**src/shared/itv_map.vh**
```
// Summary of operation
// - Merge all peripheral requests into a single request to the CPU.
// - Each source gets one of seven priorities; ties follow natural order.
// - Primary table starts at 000004h; six traps plus 16 sources.
// - Each entry is fetched as a 24-bit routine address, then branched to.
// - Traps beat sources; lower vector wins among traps and equal-level sources; vector 0 beats all others.
// - Entry and return each take a fixed number of cycles.
// - Alternate table needs boot segment, config bit, runtime enable bit 8.
// - With alternate table on, every vector is fetched from it.
// - Alternate base is start of last boot segment page from its limit.
// - Alternate table only when boot segment spans at least two pages.
// - Reset clears registers and starts execution at address zero.
// - Both tables share the boot segment code protection.
// - Clock failure trap: vector 0, 0x000004, priority 15, control one bit 1.
// - Bad address trap: vector 1, 0x000006, priority 14, control one bit 3.
// - Hard traps vector 2 priority 13: double-bit error, gated software trap.
// - Stack trap: vector 3, 0x00000A, priority 12, control one bit 2.
// - Arithmetic causes share vector 4, priority 11, flag control one bit 4.
// - Accumulator A/B overflow: type bits 14/13, enables 10/9.
// - Catastrophic A/B, shift, divide: type 12,11,7,6; shared enable bit 8.
// - Soft traps vector 6 priority 9: flags 9, 8, 4, 0 of control three.
// - Vector slots 5 and 7 are reserved, never raised.
`ifndef ITV_MAP_VH
`define ITV_MAP_VH
// ==========================================
// Register byte offsets
`define ITV_OFF_CTL1   8'h00
`define ITV_OFF_CTL2   8'h04
`define ITV_OFF_CTL3   8'h08
`define ITV_OFF_CTL4   8'h0c
`define ITV_OFF_IEN    8'h10
`define ITV_OFF_IPRLO  8'h14
`define ITV_OFF_IPRHI  8'h18
`define ITV_OFF_IFLG   8'h1c
`define ITV_OFF_STAT   8'h20
// ==========================================
// Field positions
`define ITV_B1_OSC     1
`define ITV_B1_STK     2
`define ITV_B1_ADR     3
`define ITV_B1_MATH    4
`define ITV_B1_DIVZ    6
`define ITV_B1_SHFT    7
`define ITV_B1_CATEN   8
`define ITV_B1_OVBEN   9
`define ITV_B1_OVAEN   10
`define ITV_B1_CATB    11
`define ITV_B1_CATA    12
`define ITV_B1_OVB     13
`define ITV_B1_OVA     14
`define ITV_B2_ALTEN   8
`define ITV_B2_SWTEN   13
`define ITV_B3_PLL     0
`define ITV_B3_LOOP    4
`define ITV_B3_NVM     8
`define ITV_B3_BUS     9
`define ITV_B4_SWT     0
`define ITV_B4_DED     1
// ==========================================
// Vectors, trap priorities, table layout
`define ITV_TBL_START  24'h000004
`define ITV_VEC_OSC    8'h00
`define ITV_VEC_ADR    8'h01
`define ITV_VEC_HARD   8'h02
`define ITV_VEC_STK    8'h03
`define ITV_VEC_MATH   8'h04
`define ITV_VEC_SOFT   8'h06
`define ITV_VEC_IRQ0   8'h08
`define ITV_PRI_OSC    4'hf
`define ITV_PRI_ADR    4'he
`define ITV_PRI_HARD   4'hd
`define ITV_PRI_STK    4'hc
`define ITV_PRI_MATH   4'hb
`define ITV_PRI_SOFT   4'h9
`define ITV_PAGE_SHIFT 11
`define ITV_MIN_PAGES  13'h0002
`define ITV_NUM_SRC    16
// ==========================================
// Reset values
`define ITV_RST_WORD   16'h0000
`define ITV_RST_PC     24'h000000
`endif

```
**src/rtl/itv_ctrl.v**
```verilog
`include "itv_map.vh"
module itv_ctrl (
  // Clock and reset
  input  wire        ref_clk,
  input  wire        rstn,
  // AXI4-Lite write address
  input  wire [7:0]  s_axi_awaddr,
  input  wire        s_axi_awvalid,
  output wire        s_axi_awready,
  // AXI4-Lite write data
  input  wire [31:0] s_axi_wdata,
  input  wire [3:0]  s_axi_wstrb,
  input  wire        s_axi_wvalid,
  output wire        s_axi_wready,
  // AXI4-Lite write response
  output reg  [1:0]  s_axi_bresp,
  output reg         s_axi_bvalid,
  input  wire        s_axi_bready,
  // AXI4-Lite read address
  input  wire [7:0]  s_axi_araddr,
  input  wire        s_axi_arvalid,
  output wire        s_axi_arready,
  // AXI4-Lite read data
  output reg  [31:0] s_axi_rdata,
  output reg  [1:0]  s_axi_rresp,
  output reg         s_axi_rvalid,
  input  wire        s_axi_rready,
  // Peripheral requests
  input  wire [15:0] irqIn,
  // Trap events
  input  wire        oscFailEvt,
  input  wire        addrErrEvt,
  input  wire        dedErrEvt,
  input  wire        stackErrEvt,
  input  wire        ovfAEvt,
  input  wire        ovfBEvt,
  input  wire        catAEvt,
  input  wire        catBEvt,
  input  wire        shiftErrEvt,
  input  wire        divZeroEvt,
  input  wire        busAddrErrEvt,
  input  wire        nvmAddrErrEvt,
  input  wire        loopOvfEvt,
  input  wire        pllLossEvt,
  // Boot segment configuration
  input  wire        bootSegDefined,
  input  wire        altCfgProgrammed,
  input  wire [12:0] bootSegLimit,
  input  wire        bootSegProtect,
  // CPU side
  input  wire [2:0]  cpuIpl,
  output wire        cpuIrq,
  input  wire        cpuAck,
  input  wire        cpuRet,
  output reg  [7:0]  cpuVecNum,
  output reg  [3:0]  cpuVecPri,
  output reg  [23:0] memAddr,
  output reg         memRd,
  output reg         memProtect,
  input  wire [23:0] memData,
  output reg         cpuBranch,
  output reg  [23:0] cpuTarget,
  output reg         cpuRetDone
);

  // ==========================================
  // Functions
  function [3:0] regIdx;
    input [7:0] a;
    begin
      regIdx = (a[1:0] == 2'b00 && a[7:2] <= 6'h08) ? a[5:2] : 4'hf;
    end
  endfunction

  function [15:0] mergeWord;
    input [15:0] cur;
    input [31:0] d;
    input [3:0]  s;
    begin
      mergeWord = {s[1] ? d[15:8] : cur[15:8], s[0] ? d[7:0] : cur[7:0]};
    end
  endfunction

  function [2:0] srcPri;
    input [31:0] lo;
    input [31:0] hi;
    input [3:0]  n;
    reg   [63:0] all;
    begin
      all    = {hi, lo};
      srcPri = all[n*4 +: 3];
    end
  endfunction

  // ==========================================
  // State
  localparam [6:0] ST_IDLE  = 7'h01;
  localparam [6:0] ST_FETCH = 7'h02;
  localparam [6:0] ST_WAIT  = 7'h04;
  localparam [6:0] ST_JUMP  = 7'h08;
  localparam [6:0] ST_SERVE = 7'h10;
  localparam [6:0] ST_RET1  = 7'h20;
  localparam [6:0] ST_RET2  = 7'h40;

  reg [15:0] ctl1_r;
  reg [15:0] ctl2_r;
  reg [15:0] ctl3_r;
  reg [15:0] ctl4_r;
  reg [15:0] ien_r;
  reg [31:0] iprLo_r;
  reg [31:0] iprHi_r;
  reg [15:0] iflg_r;
  reg [6:0]  state_r;
  reg [6:0]  state_nxt;
  reg        awHeld_r;
  reg        wHeld_r;
  reg [7:0]  awAddr_r;
  reg [31:0] wData_r;
  reg [3:0]  wStrb_r;
  reg [15:0] ctl1_nxt;
  reg [15:0] ctl3_nxt;
  reg [15:0] ctl4_nxt;
  reg [15:0] iflg_nxt;

  // ==========================================
  // AXI4-Lite handshake
  wire       doWrite = awHeld_r && wHeld_r && !s_axi_bvalid;
  wire [3:0] wIdx    = regIdx(awAddr_r);
  wire [3:0] rIdx    = regIdx(s_axi_araddr);
  assign s_axi_awready = !awHeld_r;
  assign s_axi_wready  = !wHeld_r;
  assign s_axi_arready = !s_axi_rvalid;

  always @(posedge ref_clk) begin
    if (!rstn) begin
      awHeld_r     <= 1'b0;
      wHeld_r      <= 1'b0;
      awAddr_r     <= 8'h00;
      wData_r      <= 32'h00000000;
      wStrb_r      <= 4'h0;
      s_axi_bvalid <= 1'b0;
      s_axi_bresp  <= 2'b00;
    end else begin
      if (s_axi_awvalid && !awHeld_r) begin
        awHeld_r <= 1'b1;
        awAddr_r <= s_axi_awaddr;
      end
      if (s_axi_wvalid && !wHeld_r) begin
        wHeld_r <= 1'b1;
        wData_r <= s_axi_wdata;
        wStrb_r <= s_axi_wstrb;
      end
      if (doWrite) begin
        s_axi_bvalid <= 1'b1;
        s_axi_bresp  <= (wIdx == 4'hf) ? 2'b10 : 2'b00;
      end else if (s_axi_bvalid && s_axi_bready) begin
        s_axi_bvalid <= 1'b0;
        awHeld_r     <= 1'b0;
        wHeld_r      <= 1'b0;
      end
    end
  end

  // ==========================================
  // Vector table selection
  wire altOn = bootSegDefined && altCfgProgrammed
               && ctl2_r[`ITV_B2_ALTEN]
               && (bootSegLimit >= `ITV_MIN_PAGES);
  wire [23:0] altBase = {11'h000, bootSegLimit - 13'h0001}
                        << `ITV_PAGE_SHIFT;
  wire [23:0] tblBase = altOn ? altBase : 24'h000000;

  // ==========================================
  // Trap ranking
  wire swTrap  = ctl4_r[`ITV_B4_SWT] && ctl2_r[`ITV_B2_SWTEN];
  wire hardPnd = ctl4_r[`ITV_B4_DED] || swTrap;
  wire softPnd = ctl3_r[`ITV_B3_BUS] || ctl3_r[`ITV_B3_NVM]
                 || ctl3_r[`ITV_B3_LOOP] || ctl3_r[`ITV_B3_PLL];
  wire trapPnd = ctl1_r[`ITV_B1_OSC] || ctl1_r[`ITV_B1_ADR] || hardPnd
                 || ctl1_r[`ITV_B1_STK] || ctl1_r[`ITV_B1_MATH] || softPnd;
  reg  [7:0] trapVec;
  reg  [3:0] trapPri;

  // Slots 5 and 7 never chosen
  always @* begin
    trapVec = `ITV_VEC_SOFT;
    trapPri = `ITV_PRI_SOFT;
    if (ctl1_r[`ITV_B1_OSC]) begin
      trapVec = `ITV_VEC_OSC;
      trapPri = `ITV_PRI_OSC;
    end else if (ctl1_r[`ITV_B1_ADR]) begin
      trapVec = `ITV_VEC_ADR;
      trapPri = `ITV_PRI_ADR;
    end else if (hardPnd) begin
      trapVec = `ITV_VEC_HARD;
      trapPri = `ITV_PRI_HARD;
    end else if (ctl1_r[`ITV_B1_STK]) begin
      trapVec = `ITV_VEC_STK;
      trapPri = `ITV_PRI_STK;
    end else if (ctl1_r[`ITV_B1_MATH]) begin
      trapVec = `ITV_VEC_MATH;
      trapPri = `ITV_PRI_MATH;
    end
  end

  // ==========================================
  // Peripheral ranking
  reg  [2:0] bestPri;
  reg  [3:0] bestIdx;
  reg  [2:0] curPri;
  integer    i;

  always @* begin
    bestPri = 3'h0;
    bestIdx = 4'h0;
    curPri  = 3'h0;
    for (i = `ITV_NUM_SRC - 1; i >= 0; i = i - 1) begin
      curPri = srcPri(iprLo_r, iprHi_r, i[3:0]);
      if (iflg_r[i] && ien_r[i] && curPri != 3'h0
          && curPri >= bestPri) begin
        bestPri = curPri;
        bestIdx = i[3:0];
      end
    end
  end

  wire irqPnd = (bestPri > cpuIpl);
  wire [7:0] winVec = trapPnd ? trapVec : `ITV_VEC_IRQ0 + {4'h0, bestIdx};
  wire [3:0] winPri = trapPnd ? trapPri : {1'b0, bestPri};
  assign cpuIrq = (trapPnd || irqPnd) && (state_r == ST_IDLE);

  // ==========================================
  // Register writes and flags
  always @* begin
    ctl1_nxt = ctl1_r;
    ctl3_nxt = ctl3_r;
    ctl4_nxt = ctl4_r;
    iflg_nxt = iflg_r;
    if (doWrite && wIdx == 4'h0)
      ctl1_nxt = mergeWord(ctl1_r, wData_r, wStrb_r);
    if (doWrite && wIdx == 4'h2)
      ctl3_nxt = mergeWord(ctl3_r, wData_r, wStrb_r);
    if (doWrite && wIdx == 4'h3)
      ctl4_nxt = mergeWord(ctl4_r, wData_r, wStrb_r);
    if (doWrite && wIdx == 4'h7)
      iflg_nxt = iflg_r & ~mergeWord(16'h0000, wData_r, wStrb_r);
    // Events win over a clear in the same cycle
    iflg_nxt = iflg_nxt | irqIn;
    if (oscFailEvt)
      ctl1_nxt[`ITV_B1_OSC] = 1'b1;
    if (addrErrEvt)
      ctl1_nxt[`ITV_B1_ADR] = 1'b1;
    if (stackErrEvt)
      ctl1_nxt[`ITV_B1_STK] = 1'b1;
    if (dedErrEvt)
      ctl4_nxt[`ITV_B4_DED] = 1'b1;
    if (ovfAEvt && ctl1_r[`ITV_B1_OVAEN]) begin
      ctl1_nxt[`ITV_B1_OVA]  = 1'b1;
      ctl1_nxt[`ITV_B1_MATH] = 1'b1;
    end
    if (ovfBEvt && ctl1_r[`ITV_B1_OVBEN]) begin
      ctl1_nxt[`ITV_B1_OVB]  = 1'b1;
      ctl1_nxt[`ITV_B1_MATH] = 1'b1;
    end
    if (ctl1_r[`ITV_B1_CATEN]) begin
      if (catAEvt)
        ctl1_nxt[`ITV_B1_CATA] = 1'b1;
      if (catBEvt)
        ctl1_nxt[`ITV_B1_CATB] = 1'b1;
      if (shiftErrEvt)
        ctl1_nxt[`ITV_B1_SHFT] = 1'b1;
      if (divZeroEvt)
        ctl1_nxt[`ITV_B1_DIVZ] = 1'b1;
      if (catAEvt || catBEvt || shiftErrEvt || divZeroEvt)
        ctl1_nxt[`ITV_B1_MATH] = 1'b1;
    end
    if (busAddrErrEvt)
      ctl3_nxt[`ITV_B3_BUS] = 1'b1;
    if (nvmAddrErrEvt)
      ctl3_nxt[`ITV_B3_NVM] = 1'b1;
    if (loopOvfEvt)
      ctl3_nxt[`ITV_B3_LOOP] = 1'b1;
    if (pllLossEvt)
      ctl3_nxt[`ITV_B3_PLL] = 1'b1;
  end

  always @(posedge ref_clk) begin
    if (!rstn) begin
      ctl1_r  <= `ITV_RST_WORD;
      ctl2_r  <= `ITV_RST_WORD;
      ctl3_r  <= `ITV_RST_WORD;
      ctl4_r  <= `ITV_RST_WORD;
      ien_r   <= 16'h0000;
      iprLo_r <= 32'h00000000;
      iprHi_r <= 32'h00000000;
      iflg_r  <= 16'h0000;
    end else begin
      ctl1_r <= ctl1_nxt;
      ctl3_r <= ctl3_nxt;
      ctl4_r <= ctl4_nxt;
      iflg_r <= iflg_nxt;
      if (doWrite && wIdx == 4'h1)
        ctl2_r <= mergeWord(ctl2_r, wData_r, wStrb_r);
      if (doWrite && wIdx == 4'h4)
        ien_r <= mergeWord(ien_r, wData_r, wStrb_r);
      if (doWrite && wIdx == 4'h5)
        iprLo_r <= wData_r & 32'h77777777;
      if (doWrite && wIdx == 4'h6)
        iprHi_r <= wData_r & 32'h77777777;
    end
  end

  // ==========================================
  // Register reads
  always @(posedge ref_clk) begin
    if (!rstn) begin
      s_axi_rvalid <= 1'b0;
      s_axi_rdata  <= 32'h00000000;
      s_axi_rresp  <= 2'b00;
    end else if (s_axi_arvalid && !s_axi_rvalid) begin
      s_axi_rvalid <= 1'b1;
      s_axi_rresp  <= (rIdx == 4'hf) ? 2'b10 : 2'b00;
      case (rIdx)
        4'h0: s_axi_rdata <= {16'h0000, ctl1_r};
        4'h1: s_axi_rdata <= {16'h0000, ctl2_r};
        4'h2: s_axi_rdata <= {16'h0000, ctl3_r};
        4'h3: s_axi_rdata <= {16'h0000, ctl4_r};
        4'h4: s_axi_rdata <= {16'h0000, ien_r};
        4'h5: s_axi_rdata <= iprLo_r;
        4'h6: s_axi_rdata <= iprHi_r;
        4'h7: s_axi_rdata <= {16'h0000, iflg_r};
        4'h8: s_axi_rdata <= {9'h000, state_r, altOn, cpuIrq,
                              2'b00, cpuVecPri, cpuVecNum};
        default: s_axi_rdata <= 32'h00000000;
      endcase
    end else if (s_axi_rvalid && s_axi_rready) begin
      s_axi_rvalid <= 1'b0;
    end
  end

  // ==========================================
  // Entry and return sequencer
  always @* begin
    state_nxt = state_r;
    case (state_r)
      ST_IDLE:  if (cpuAck && cpuIrq) state_nxt = ST_FETCH;
      ST_FETCH: state_nxt = ST_WAIT;
      ST_WAIT:  state_nxt = ST_JUMP;
      ST_JUMP:  state_nxt = ST_SERVE;
      ST_SERVE: if (cpuRet) state_nxt = ST_RET1;
      ST_RET1:  state_nxt = ST_RET2;
      ST_RET2:  state_nxt = ST_IDLE;
      default:  state_nxt = ST_IDLE;
    endcase
  end

  always @(posedge ref_clk) begin
    if (!rstn) begin
      state_r    <= ST_IDLE;
      cpuVecNum  <= 8'h00;
      cpuVecPri  <= 4'h0;
      memAddr    <= 24'h000000;
      memRd      <= 1'b0;
      memProtect <= 1'b0;
      cpuBranch  <= 1'b0;
      cpuTarget  <= `ITV_RST_PC;
      cpuRetDone <= 1'b0;
    end else begin
      state_r    <= state_nxt;
      memRd      <= 1'b0;
      cpuBranch  <= 1'b0;
      cpuRetDone <= 1'b0;
      if (state_r == ST_IDLE && state_nxt == ST_FETCH) begin
        cpuVecNum  <= winVec;
        cpuVecPri  <= winPri;
        memAddr    <= tblBase + `ITV_TBL_START
                      + {15'h0000, winVec, 1'b0};
        memRd      <= 1'b1;
        memProtect <= bootSegProtect;
      end
      if (state_r == ST_WAIT)
        cpuTarget <= memData;
      if (state_r == ST_JUMP)
        cpuBranch <= 1'b1;
      if (state_r == ST_RET2)
        cpuRetDone <= 1'b1;
    end
  end

endmodule

```
**config.mk**
```make
export PLATFORM = sky130hd
export DESIGN_NAME = itv_ctrl
export DESIGN_NICKNAME = d
export VERILOG_FILES = /design/src/rtl/itv_ctrl.v
export VERILOG_INCLUDE_DIRS = /design/src /design/src/shared
export SDC_FILE = /design/constraint.sdc
export NUM_CORES = 1
export LEC_CHECK = 0
export ABC_AREA = 1
export BUFFER_PORTS_ARGS = -buffer_cell sky130_fd_sc_hd__clkbuf_2
export CORE_UTILIZATION = 45
export DETAILED_ROUTE_END_ITERATION = 8
export PLACE_DENSITY = 0.74
export SLEW_MARGIN = 10
export SYNTH_ARGS = -nofsm -noshare
export SYNTH_HDL_FRONTEND = slang
export SYNTH_SLANG_ARGS = --single-unit
```
**constraint.sdc**
```tcl
create_clock -name ref_clk -period 16.2 [get_ports ref_clk]
set_input_delay 0.81 -clock ref_clk [delete_from_list [all_inputs] [get_ports ref_clk]]
set_output_delay 0.81 -clock ref_clk [all_outputs]
set_load 0.005 [all_outputs]
```
# Word level (Yosys, flattened, before mapping)
# Index checks and enable logic that the tools add are counted.
[totals] register_bits=296 latchBits=0 mem_bits_rw=0 mem_bits_ro=0 in_bits=134 output_inout_bits=106 elab_cells=345 n_memories=0
[op_classes] addsub=4 mul=0 div=0 n_lt_le_gt_ge=20 eq_ne=25 shift=0 n_mux=97 bitwise=3 reduce_logical=153
[ops] cell="case mux 31 bit (9 select lines)" count=1
[ops] cell="two-way mux 4 bit" count=19
[ops] cell="logical AND 1 bit" count=74
[ops] cell="two-way mux 3 bit" count=24
[ops] cell="nonzero test 3 bit" count=16
[ops] cell=">= comparator 3 bit" count=15
[ops] cell="nonzero test 2 bit" count=22
[ops] cell="case mux 7 bit (6 select lines)" count=1
[ops] cell="two-way mux 8 bit" count=5
[ops] cell="AND reduction 2 bit" count=20
[ops] cell="== test 4 x 3 -> 1 bit (second input constant)" count=8
[ops] cell="two-way mux 1 bit" count=31
[ops] cell="adder 24 x 3 -> 24 bit (second input constant)" count=1
[ops] cell="adder 24 x 9 -> 24 bit" count=1
[ops] cell="two-way mux 24 bit" count=1
[ops] cell="two-way mux 7 bit" count=3
[ops] cell="two-way mux 2 bit" count=9
[ops] cell="AND 16 bit" count=1
[ops] cell="== test 4 x 2 -> 1 bit (second input constant)" count=4
[ops] cell="two-way mux 16 bit" count=1
[ops] cell="NOT 16 bit" count=1
[ops] cell="OR 16 bit" count=1
[ops] cell="two-way mux 15 bit" count=1
[ops] cell="== test 7 x 2 -> 1 bit (second input constant)" count=2
[ops] cell="other kinds (19)" count=40

# Longest topological paths before layout
# Gate-level depths: netlist of run 1.
[depth] word_depth=58 mapped_depth=152 depth_no_buf=152

# Worst setup path before layout of run 1
# No wires, ideal clock.
[synth_path] path_kind="register to register" start="reg iprHi_r[30]" end="reg memAddr[22]" setup_ps=116 arrival_ps=15443 required_time_ps=16084 path_slack_ps=641 path_stages_with_launch=133 path_buffers=1 synth_period_minus_slack_ps=15559 path_cell_list="dfxtp_1 nor2_1 nand2_1 and3_1 inv_1 nor2_1 ha_1 inv_1 nand2_1 nand2_1 nand2_1 nand2_2 o21ai_0 ha_1 inv_1 nand2_1 o21ai_0 clkinv_1 [97 not listed] nand2_1 o211ai_1 nand2_1 inv_1 nand2_1 and2_1 ha_1 nand2_1 o21ai_0 nand2_1 nand2_1 nand2_1 inv_1 nand2_1 inv_1 clkbuf_1 o21ai_0 o211a_1"
[synth_between] elab_chain_cells=57 elab_cells_between_ends=77 cone_classes="add/sub: 2; order compare: 17; eq/ne: 1; mux: 35; reduce/logical: 22"
[synth_lines] item="from (decl)" line_no="itv_ctrl.v:111" rtl="reg [31:0] iprHi_r;"
[synth_lines] item="from (signal assigned)" line_no="itv_ctrl.v:309" rtl="iprHi_r <= wData_r & 32'h77777777;"
[synth_lines] item="parallel branches: the longest is 3 deep, another holds >= comparator 3 x 1 -> 1 bit"
[synth_lines] item="two-way mux 3 bit *" line_no="itv_ctrl.v:219" rtl="if (iflg_r[i] && ien_r[i] && curPri != 3'h0"
[synth_lines] item=">= comparator 3 bit" line_no="itv_ctrl.v:220" rtl="&& curPri >= bestPri) begin"
[synth_lines] item="logical AND 1 bit" line_no="itv_ctrl.v:220"
[synth_lines] item="two-way mux 3 bit *" line_no="itv_ctrl.v:219"
[synth_lines] item=">= comparator 3 bit" line_no="itv_ctrl.v:220"
[synth_lines] item="logical AND 1 bit" line_no="itv_ctrl.v:220"
[synth_lines] item="two-way mux 3 bit *" line_no="itv_ctrl.v:219"
[synth_lines] item="[40 not listed]"
[synth_lines] item="logical OR 1 bit *" line_no="itv_ctrl.v:230" rtl="assign cpuIrq = (trapPnd || irqPnd) && (state_r == ST_IDLE);"
[synth_lines] item="logical AND 1 bit *" line_no="itv_ctrl.v:230"
[synth_lines] item="via cpuIrq" line_no="itv_ctrl.v:52" rtl="output wire cpuIrq,"
[synth_lines] item="logical AND 1 bit *" line_no="itv_ctrl.v:346" rtl="ST_IDLE: if (cpuAck && cpuIrq) state_nxt = ST_FETCH;"
[synth_lines] item="two-way mux 7 bit *" line_no="itv_ctrl.v:346"
[synth_lines] item="case mux 7 bit (6 select lines) *" line_no="itv_ctrl.v:345" rtl="case (state_r)"
[synth_lines] item="== test 7 x 2 -> 1 bit *" line_no="itv_ctrl.v:373" rtl="if (state_r == ST_IDLE && state_nxt == ST_FETCH) begin"
[synth_lines] item="logical AND 1 bit *" line_no="itv_ctrl.v:373"
[synth_lines] item="to (signal assigned)" line_no="itv_ctrl.v:376" rtl="memAddr <= tblBase + `ITV_TBL_START"
[synth_lines] item="to (decl)" line_no="itv_ctrl.v:57" rtl="output reg [23:0] memAddr,"
# Mark *: on every way through the listed nets, which the timed path passes.
# A chain may end at the register's enable or synchronous reset.

# Worst setup path after layout of run 1
[layout_path] start="reg iprHi_r[28]" end="out cpuIrq"
[layout_between] elab_chain_cells=52 elab_cells_between_ends=53 cone_classes="order compare: 17; mux: 16; reduce/logical: 20"
[layout_lines] item="parallel branches: the longest is 3 deep, another holds >= comparator 3 x 1 -> 1 bit"
[layout_lines] item="two-way mux 3 bit *" line_no="itv_ctrl.v:219"
[layout_lines] item=">= comparator 3 bit" line_no="itv_ctrl.v:220"
[layout_lines] item="logical AND 1 bit" line_no="itv_ctrl.v:220"
[layout_lines] item="two-way mux 3 bit *" line_no="itv_ctrl.v:219"
[layout_lines] item=">= comparator 3 bit" line_no="itv_ctrl.v:220"
[layout_lines] item="logical AND 1 bit" line_no="itv_ctrl.v:220"
[layout_lines] item="two-way mux 3 bit *" line_no="itv_ctrl.v:219"
[layout_lines] item="[34 not listed]"
[layout_lines] item="logical AND 1 bit" line_no="itv_ctrl.v:220"
[layout_lines] item="two-way mux 3 bit *" line_no="itv_ctrl.v:219"
[layout_lines] item=">= comparator 3 bit" line_no="itv_ctrl.v:220"
[layout_lines] item="logical AND 1 bit" line_no="itv_ctrl.v:220"
[layout_lines] item="two-way mux 3 bit *" line_no="itv_ctrl.v:219"
[layout_lines] item="> comparator 3 bit *" line_no="itv_ctrl.v:227" rtl="wire irqPnd = (bestPri > cpuIpl);"
[layout_lines] item="logical OR 1 bit *" line_no="itv_ctrl.v:230"
[layout_lines] item="logical AND 1 bit *" line_no="itv_ctrl.v:230"
[layout_lines] item="to (decl)" line_no="itv_ctrl.v:52"
# Mark *: on every way between the ends.

==> results_tabular.tex, run 1 <==
\begin{tabular}{lr}
\hline
Metric & Value \\
\hline
\multicolumn{2}{l}{\textbf{Run status}} \\
Status & finished clean \\
\multicolumn{2}{l}{\textbf{Pwr}} \\
Leakage & 7.24 nW \\
Pint & 1.14 mW \\
Fraction of power spent switching nets & 26.2\% \\
Combinational group share of total power & 8.1\% \\
Total power per unit cell area & 90.0 nW/um2 \\
Power dissipated by switching net loads & 0.404 mW \\
Total design power & 1.54 mW \\
Worst supply voltage drop on vdd & 0.0925 mV \\
Clock share of power & 45.0\% \\
Reg power frac & 46.9\% \\
\multicolumn{2}{l}{\textbf{Clock network}} \\
Clock buffer depth & 3 \\
Sinks on Clock Net & 279 \\
Clock insertion delay at the later pin of the skew report & 0.59 ns \\
Cell at the root of the clock tree & sky130\_fd\_sc\_hd\_\_clkbuf\_16 \\
Clock tree from TritonCTS & done \\
Maximum level of the CTS H-tree & 1 \\
Register clock-pin slew on the reported worst setup and hold paths & 0.06 ns \\
Hold buffer count at cts & 0 \\
CTS Buf Count & 31 \\
\multicolumn{2}{l}{\textbf{Die}} \\
I/O pins & 240 \\
Die area & 31,300 um2 \\
Die width & 177 um \\
Vertical die dimension & 177 um \\
Starting utilization of the core area & 46.2\% \\
Core Box Area & 29,900 um2 \\
Std-Cell Rows & 63 \\
\multicolumn{2}{l}{\textbf{Logic synthesis}} \\
Number of enable-type register cells in the synthesized netlist & 0 \\
Synthesis warning total & 0 \\
Post-synthesis instance area & 13,800 um2 \\
Ys flop type & sky130\_fd\_sc\_hd\_\_dfxtp\_1 \\
Count of different cell masters after synthesis & 51 \\
Gate count after technology mapping & 1,892 \\
Mean cell area of the mapped netlist & 7.29 um2 \\
Synthesized flop and latch total & 279 \\
Async SR Flop Fraction & 0\% \\
Portion of the post-synthesis area used by sequential elements & 40.5\% \\
\multicolumn{2}{l}{\textbf{Detailed routing}} \\
Detailed-route DRC error count & 0 \\
Via count & 14,300 \\
Total wirelength of the detailed-routed design & 46.4 mm \\
Detailed router's first-iteration violation count & 1,343 \\
Antenna-violating nets left & 0 \\
Via-per-instance ratio & 5.54 \\
Wire length per cell & 18.0 um \\
Pre-antenna DRT Iters & 6 \\
\multicolumn{2}{l}{\textbf{Global route}} \\
Overall track demand over capacity in global routing & 28.5\% \\
Via count of the first global-routing pass & 13,200 \\
Pin count of the biggest net entering global routing & 104 \\
Wire length of the first global-routing pass & 70.4 mm \\
Remaining Overflow, GRT & 0 \\
Initial antenna violation count & 0 \\
\multicolumn{2}{l}{\textbf{Final layout}} \\
Number of filler cells placed in the layout & 2,767 \\
Final Net Count & 2,330 \\
Number of inserted diodes & 0 \\
Fin cells & 2,579 \\
Layout cells sized above 1 & 24.5\% \\
Most common cell after layout, fill and taps aside & sky130\_fd\_sc\_hd\_\_dfxtp\_1 \\
Layout Area Growth over Synthesis & 24.4\% \\
Leading cell types in the layout, fill and taps excluded & 275 x sky130\_fd\_sc\_hd\_\_dfxtp\_1, 245 x sky130\_fd\_sc\_hd\_\_inv\_1, 229 x sky130\_fd\_sc\_hd\_\_nand2\_1 \\
Post-route cell area & 17,200 um2 \\
\multicolumn{2}{l}{\textbf{STA}} \\
Pin slew with the least headroom to its limit & 1.11 ns \\
Period Utilization, post-route & 96.7\% \\
Final critical-path required period & 15.67 ns \\
Setup repair after global routing missed its margin & true \\
Final setup violation count & 0 \\
Number of hold violations in the final report & 0 \\
Worst clock skew on the final layout & 0.0278 ns \\
Peak Freq & 63.8 MHz \\
Number of slew-limit violations in the final report & 0 \\
Slew headroom & 26.1\% \\
\multicolumn{2}{l}{\textbf{Placed design}} \\
Final estimated routing congestion in global placement & 0.957 \\
Instance area at placement & 15,600 um2 \\
IO Port Bufs & 220 \\
Detailed-placement wirelength estimate & 33.7 mm \\
Cell count after placement & 2,504 \\
\multicolumn{2}{l}{\textbf{Worst setup path}} \\
Worst path required time & 15.39 ns \\
Crit path arrival time & 14.86 ns \\
Crit-path max FO & 5 \\
Crit path kind & reg2out \\
Largest stage delay on the critical path & 0.32 ns \\
Kind of end point of the critical path & primary output \\
Critical Path Start Type & flop \\
Cell occurring most often along the worst timing path & sky130\_fd\_sc\_hd\_\_nand2\_2 \\
Slowest cell on crit path & sky130\_fd\_sc\_hd\_\_dfxtp\_2 \\
\multicolumn{2}{l}{\textbf{Job}} \\
Number of max-cap violations & 0 \\
\multicolumn{2}{l}{\textbf{Hold path}} \\
Class of the tightest hold or removal check & in2reg \\
\hline
\end{tabular}
stage by stage:
| step | setup TNS [ns] | hold WS [ns] | util [%] | setup slack, ns |
|---|---|---|---|---|
| after global placement | 0 | 0.441 | 52.4 | 0.130 |
| after global routing | -0.767 | 0.444 | 57.4 | -0.489 |
| final | 0 | 0.446 | 57.4 | 0.530 |
| after CTS | 0 | 0.438 | 56.0 | 0.0161 |
| after floorplan | 0 | 0.420 | - | 0.641 |
| after detailed placement | -10.70 | 0.450 | 52.4 | -0.485 |
critical path: cells and delay by family, from the launching register on:
kind                     cells  cell delay, ns
AND/OR/NAND/NOR             81            6.52
adder cells (fa/ha/maj)     16            4.13
AO/OA/AOI/OAI               21            1.94
buffers and inverters       19            1.34
flip-flops                   1            0.32
timing repair:
item | 4_1_cts | 5_1_grt
pin swaps | 15 | 79
resized for setup | 40 | 78
buffers inserted | 1 | 19
endpoints found under the setup margin | 33 | 33
synthesized netlist by cell type, types with 2 or more instances:
library cell / instances / area share [%]
sky130_fd_sc_hd__o31ai_1: 20 / 1.1
sky130_fd_sc_hd__o22ai_1: 24 / 1.1
sky130_fd_sc_hd__o21a_1: 2 / 0.11
sky130_fd_sc_hd__nor3_1: 13 / 0.47
sky130_fd_sc_hd__nand3_2: 20 / 1.5
sky130_fd_sc_hd__o21ai_1: 3 / 0.11
sky130_fd_sc_hd__a21oi_1: 178 / 6.5
sky130_fd_sc_hd__ha_1: 29 / 2.6
sky130_fd_sc_hd__o21ai_0: 177 / 6.4
sky130_fd_sc_hd__dfxtp_1: 279 / 41
sky130_fd_sc_hd__a22oi_1: 3 / 0.16
sky130_fd_sc_hd__clkinv_1: 6 / 0.16
sky130_fd_sc_hd__a311oi_1: 3 / 0.19
sky130_fd_sc_hd__a21boi_1: 2 / 0.11
sky130_fd_sc_hd__nand3_1: 89 / 3.2
sky130_fd_sc_hd__a221oi_1: 21 / 1.3
sky130_fd_sc_hd__and3_1: 2 / 0.091
sky130_fd_sc_hd__a211oi_1: 67 / 3.6
sky130_fd_sc_hd__nor4_1: 10 / 0.45
sky130_fd_sc_hd__nand4_1: 7 / 0.32
sky130_fd_sc_hd__a31oi_1: 21 / 0.95
sky130_fd_sc_hd__nor2_8: 2 / 0.29
sky130_fd_sc_hd__nor2_4: 6 / 0.49
sky130_fd_sc_hd__inv_2: 2 / 0.054
sky130_fd_sc_hd__o221ai_1: 6 / 0.38
sky130_fd_sc_hd__o211ai_1: 5 / 0.27
sky130_fd_sc_hd__nand2_4: 12 / 0.98
sky130_fd_sc_hd__nand3_4: 5 / 0.64
sky130_fd_sc_hd__buf_1: 2 / 0.054
sky130_fd_sc_hd__nand2_2: 25 / 1.1
sky130_fd_sc_hd__o2111ai_1: 6 / 0.38
sky130_fd_sc_hd__buf_4: 16 / 0.87
sky130_fd_sc_hd__nor2_2: 2 / 0.091
sky130_fd_sc_hd__and2_1: 5 / 0.23
sky130_fd_sc_hd__nand2_1: 251 / 6.8
sky130_fd_sc_hd__a21oi_2: 2 / 0.13
sky130_fd_sc_hd__nor2_1: 223 / 6.1
sky130_fd_sc_hd__xor2_1: 5 / 0.32
sky130_fd_sc_hd__inv_1: 256 / 7.0
sky130_fd_sc_hd__o211a_1: 2 / 0.15
sky130_fd_sc_hd__clkbuf_1: 73 / 2.0
cell type report:
| cell class | count | area [um2] | share of cell area (%) |
|---|---|---|---|
| Multi-Input combinational cell | 1268 | 7190 | 41.9 |
| Sequential cell | 279 | 5590 | 32.6 |
| Timing Repair Buffer | 323 | 1880 | 11.0 |
| Inverter | 264 | 996 | 5.81 |
| Clock buffer | 35 | 801 | 4.67 |
| Tap cell | 390 | 488 | 2.85 |
| Clock inverter | 20 | 203 | 1.18 |
registers in the layout (all words and copies together) (netlist names), 2 cells and up:
signal and count:
awAddr_r 8, memAddr 19, wData_r 28, ctl3_r 16, ctl1_r 16, ien_r 16, iflg_r 16, ctl2_r 16
state_r 7, s_axi_rdata 29, wStrb_r 2, cpuVecPri 4, ctl4_r 16, cpuVecNum 4, cpuTarget 24, iprHi_r 24
iprLo_r 24
kinds of logic (layout without fill, tap and decap cells):
kind of cell | count (synthesis) | in the layout | share of synthesized area [%]
buf+inv | 357 | 642 | 10.2
fa+ha+maj | 29 | 29 | 2.63
other cells | 1 | 13 | 0.0272
xor+xnor | 6 | 6 | 0.381
flops | 279 | 279 | 40.5
simple gates | 674 | 674 | 23.0
compound gates | 546 | 546 | 23.2
per-layer routing:
| layer | global-route usage (%) | vias up | wire length (um) | part of all wire (%) |
|---|---|---|---|---|
| met2 | 44.2 | 621 | 20500 | 44 |
| met3 | 4.17 | 147 | 3620 | 7.8 |
| met4 | 14.8 | 0 | 2830 | 6.1 |
| li1 | - | 6907 | - | - |
| met1 | 38.1 | 6604 | 19500 | 42 |
| met5 | 0 | - | 0 | 0 |
power by group through the flow:
stage	clock, mW	combinational (mW)	sequential (mW)
after detailed placement	0	0.120	0.738
after global routing	0.733	0.138	0.726
final	0.695	0.125	0.724
after floorplan	0	0.0688	0.733
after global placement	0	0.118	0.738
after CTS	0.702	0.121	0.723
worst paths after layout:
path / from / to / slack (ns) / cells past startpoint
worst max-delay path: iprHi_r[28] / cpuIrq / 0.53 / 137
worst min-delay path: irqIn[12] / iflg_r[12] / 0.45 / 3
worst max register to register: iprHi_r[28] / s_axi_rdata[14] / 0.94 / 142
worst min register to register: state_r[4] / cpuRetDone / 0.46 / 1
No activity file was read; power rests on OpenSTA's default activity.
==> run 2: changes to the inputs <==
- PLACE_DENSITY: 0.74 -> 0.71
- clock period: 16.2 -> 18.5 ns (I/O delays scaled with it)
==> run 2 against run 1 <==
Non-clock buffer count shrank 73. Register-to-register slack gained 1.1 ns. Via count shrank 3.5%. Clock-buffer cell count grew 8. Power shrank 8.8%. Hold slack gained 0.013 ns. Critical path depth shrank 1. Critical path type unchanged. Critical endpoint unchanged. Highest routed layer unchanged.
==> results_tabular.tex, run 2 (synthesis results as in run 1) <==
\begin{tabular}{lr}
\hline
Metric & Value \\
\hline
\multicolumn{2}{l}{\textbf{Detailed routing}} \\
Detailed router's first-iteration violation count & 1,174 \\
Via-per-instance ratio & 5.50 \\
Total wirelength of the detailed-routed design & 45.2 mm \\
Detailed-route DRC error count & 0 \\
Wire length per cell & 18.0 um \\
Pre-antenna DRT Iters & 5 \\
Via count & 13,800 \\
Antenna-violating nets left & 0 \\
\multicolumn{2}{l}{\textbf{STA}} \\
Final critical-path required period & 17.09 ns \\
Number of hold violations in the final report & 0 \\
Worst clock skew on the final layout & 0.0231 ns \\
Min setup slack post-route & 1.41 ns \\
Number of slew-limit violations in the final report & 0 \\
Pin slew with the least headroom to its limit & 1.11 ns \\
Peak Freq & 58.5 MHz \\
Period Utilization, post-route & 92.4\% \\
Final setup violation count & 0 \\
Slew headroom & 26.3\% \\
Final total negative setup slack & 0 ns \\
\multicolumn{2}{l}{\textbf{Clock network}} \\
CTS Buf Count & 30 \\
Clock insertion delay at the later pin of the skew report & 0.57 ns \\
Maximum level of the CTS H-tree & 1 \\
Register clock-pin slew on the reported worst setup and hold paths & 0.06 ns \\
Clock tree from TritonCTS & done \\
Clock buffer depth & 3 \\
Hold buffer count at cts & 0 \\
Cell at the root of the clock tree & sky130\_fd\_sc\_hd\_\_clkbuf\_16 \\
Sinks on Clock Net & 279 \\
\multicolumn{2}{l}{\textbf{Worst setup path}} \\
Cell occurring most often along the worst timing path & sky130\_fd\_sc\_hd\_\_nand2\_1 \\
Critical Path Start Type & flop \\
Crit path arrival time & 16.17 ns \\
Crit path kind & reg2out \\
Crit-path max FO & 9 \\
Worst path required time & 17.57 ns \\
Slowest cell on crit path & sky130\_fd\_sc\_hd\_\_o21ai\_0 \\
Largest stage delay on the critical path & 0.39 ns \\
Kind of end point of the critical path & primary output \\
\multicolumn{2}{l}{\textbf{Final layout}} \\
Layout cells sized above 1 & 19.0\% \\
Leading cell types in the layout, fill and taps excluded & 275 x sky130\_fd\_sc\_hd\_\_dfxtp\_1, 253 x sky130\_fd\_sc\_hd\_\_inv\_1, 250 x sky130\_fd\_sc\_hd\_\_nand2\_1 \\
Number of inserted diodes & 0 \\
Most common cell after layout, fill and taps aside & sky130\_fd\_sc\_hd\_\_dfxtp\_1 \\
Regs by FF count & s\_axi\_rdata x29, wData\_r x28 \\
Flip-flop count of the largest register after layout & 29 \\
Layout Area Growth over Synthesis & 19.2\% \\
Share of the core filled with cells in the final layout & 55.0\% \\
Final Net Count & 2,256 \\
Biggest register & s\_axi\_rdata \\
\multicolumn{2}{l}{\textbf{Placed design}} \\
IO Port Bufs & 220 \\
Pre-CTS setup slack & 0.257 ns \\
Final estimated routing congestion in global placement & 0.936 \\
Detailed-placement wirelength estimate & 33.2 mm \\
\multicolumn{2}{l}{\textbf{Die}} \\
Die width & 177 um \\
Die area & 31,300 um2 \\
I/O pins & 240 \\
Core Box Area & 29,900 um2 \\
Std-Cell Rows & 63 \\
Vertical die dimension & 177 um \\
Starting utilization of the core area & 46.2\% \\
\multicolumn{2}{l}{\textbf{Job}} \\
Number of max-cap violations & 0 \\
\multicolumn{2}{l}{\textbf{Pwr}} \\
Total power per unit cell area & 85.7 nW/um2 \\
Worst supply voltage drop on vdd & 0.0654 mV \\
Leakage & 6.92 nW \\
\multicolumn{2}{l}{\textbf{Global route}} \\
Wire length of the first global-routing pass & 69.0 mm \\
Via count of the first global-routing pass & 12,700 \\
Initial antenna violation count & 0 \\
Overall track demand over capacity in global routing & 28.1\% \\
Pin count of the biggest net entering global routing & 104 \\
Remaining Overflow, GRT & 0 \\
\multicolumn{2}{l}{\textbf{Run status}} \\
Status & finished clean \\
\multicolumn{2}{l}{\textbf{Hold path}} \\
Class of the tightest hold or removal check & reg2reg \\
\hline
\end{tabular}
## run 2: cell count changes in the layout (fill, tap and decap cells not counted), moves of 8 or more
cell / delta
sky130_fd_sc_hd__inv_1: +8
sky130_fd_sc_hd__inv_2: -8
sky130_fd_sc_hd__nand2_2: -17
sky130_fd_sc_hd__buf_4: -73
sky130_fd_sc_hd__nand2_1: +21
## run 2: area by class of cell
class                      count  area [um2]
clock buffer                  43         870
inverter                     264         993
fill                        2856       13400
timing repair buffer         250        1330
sequential                   279        5590
multi-input combinational   1268        6930
tap                          390         488
clock inverter                13         236
## run 2: metrics by stage
| stage | std cells | area (um2) | hold slack, ns | total power, mW |
|---|---|---|---|---|
| 6_report | 2507 | 16400 | 0.459 | 1.41 |
| 5_1_grt | 2507 | 16400 | 0.482 | 1.45 |
| 4_1_cts | 2494 | 16300 | 0.460 | 1.41 |
| 3_5_place_dp | 2438 | 15100 | 0.448 | 0.750 |
| 3_3_place_gp | 2438 | 15100 | 0.444 | 0.749 |
| 2_1_floorplan | 1904 | 13800 | 0.420 | 0.702 |
## run 2: worst paths after layout
kind	from	slack [ns]	endpoint	cells past startpoint
worst max-delay path	iprHi_r[29]	1.41	cpuIrq	136
worst min-delay path	memAddr[6]	0.46	memAddr[6]	2
worst max register to register	iprHi_r[29]	2.02	memAddr[5]	143
worst min register to register	memAddr[6]	0.46	memAddr[6]	2
## run 2: per-layer routing
layer  track usage, %  vias to the layer above  part of all wire, %
met3             3.74                      107                  7.3
met5                0                        -                    0
met2             45.1                      577                   45
met1             37.5                     6351                   43
li1                 -                     6748                    -
met4             12.3                        0                  4.1
## run 2: repair_timing
item                       in CTS  in global routing
resized for setup               7                 35
setup endpoints to repair       1                 33
cloned                          0                  0
pin swaps                       0                 10
buffers inserted                0                 13
## run 2: power by group
group	switching (mW)	internal, mW
logic	0.0710	0.0343
registers	0.0160	0.619
clock network	0.257	0.411
total	0.344	1.06
## run 2: critical path: cells and delay by family (launching register included)
family          cells  cell delay [ns]
fa+ha+maj          16             4.40
buf+inv            17             1.20
compound gates     19             2.23
flops               1             0.35
simple gates       84             7.41
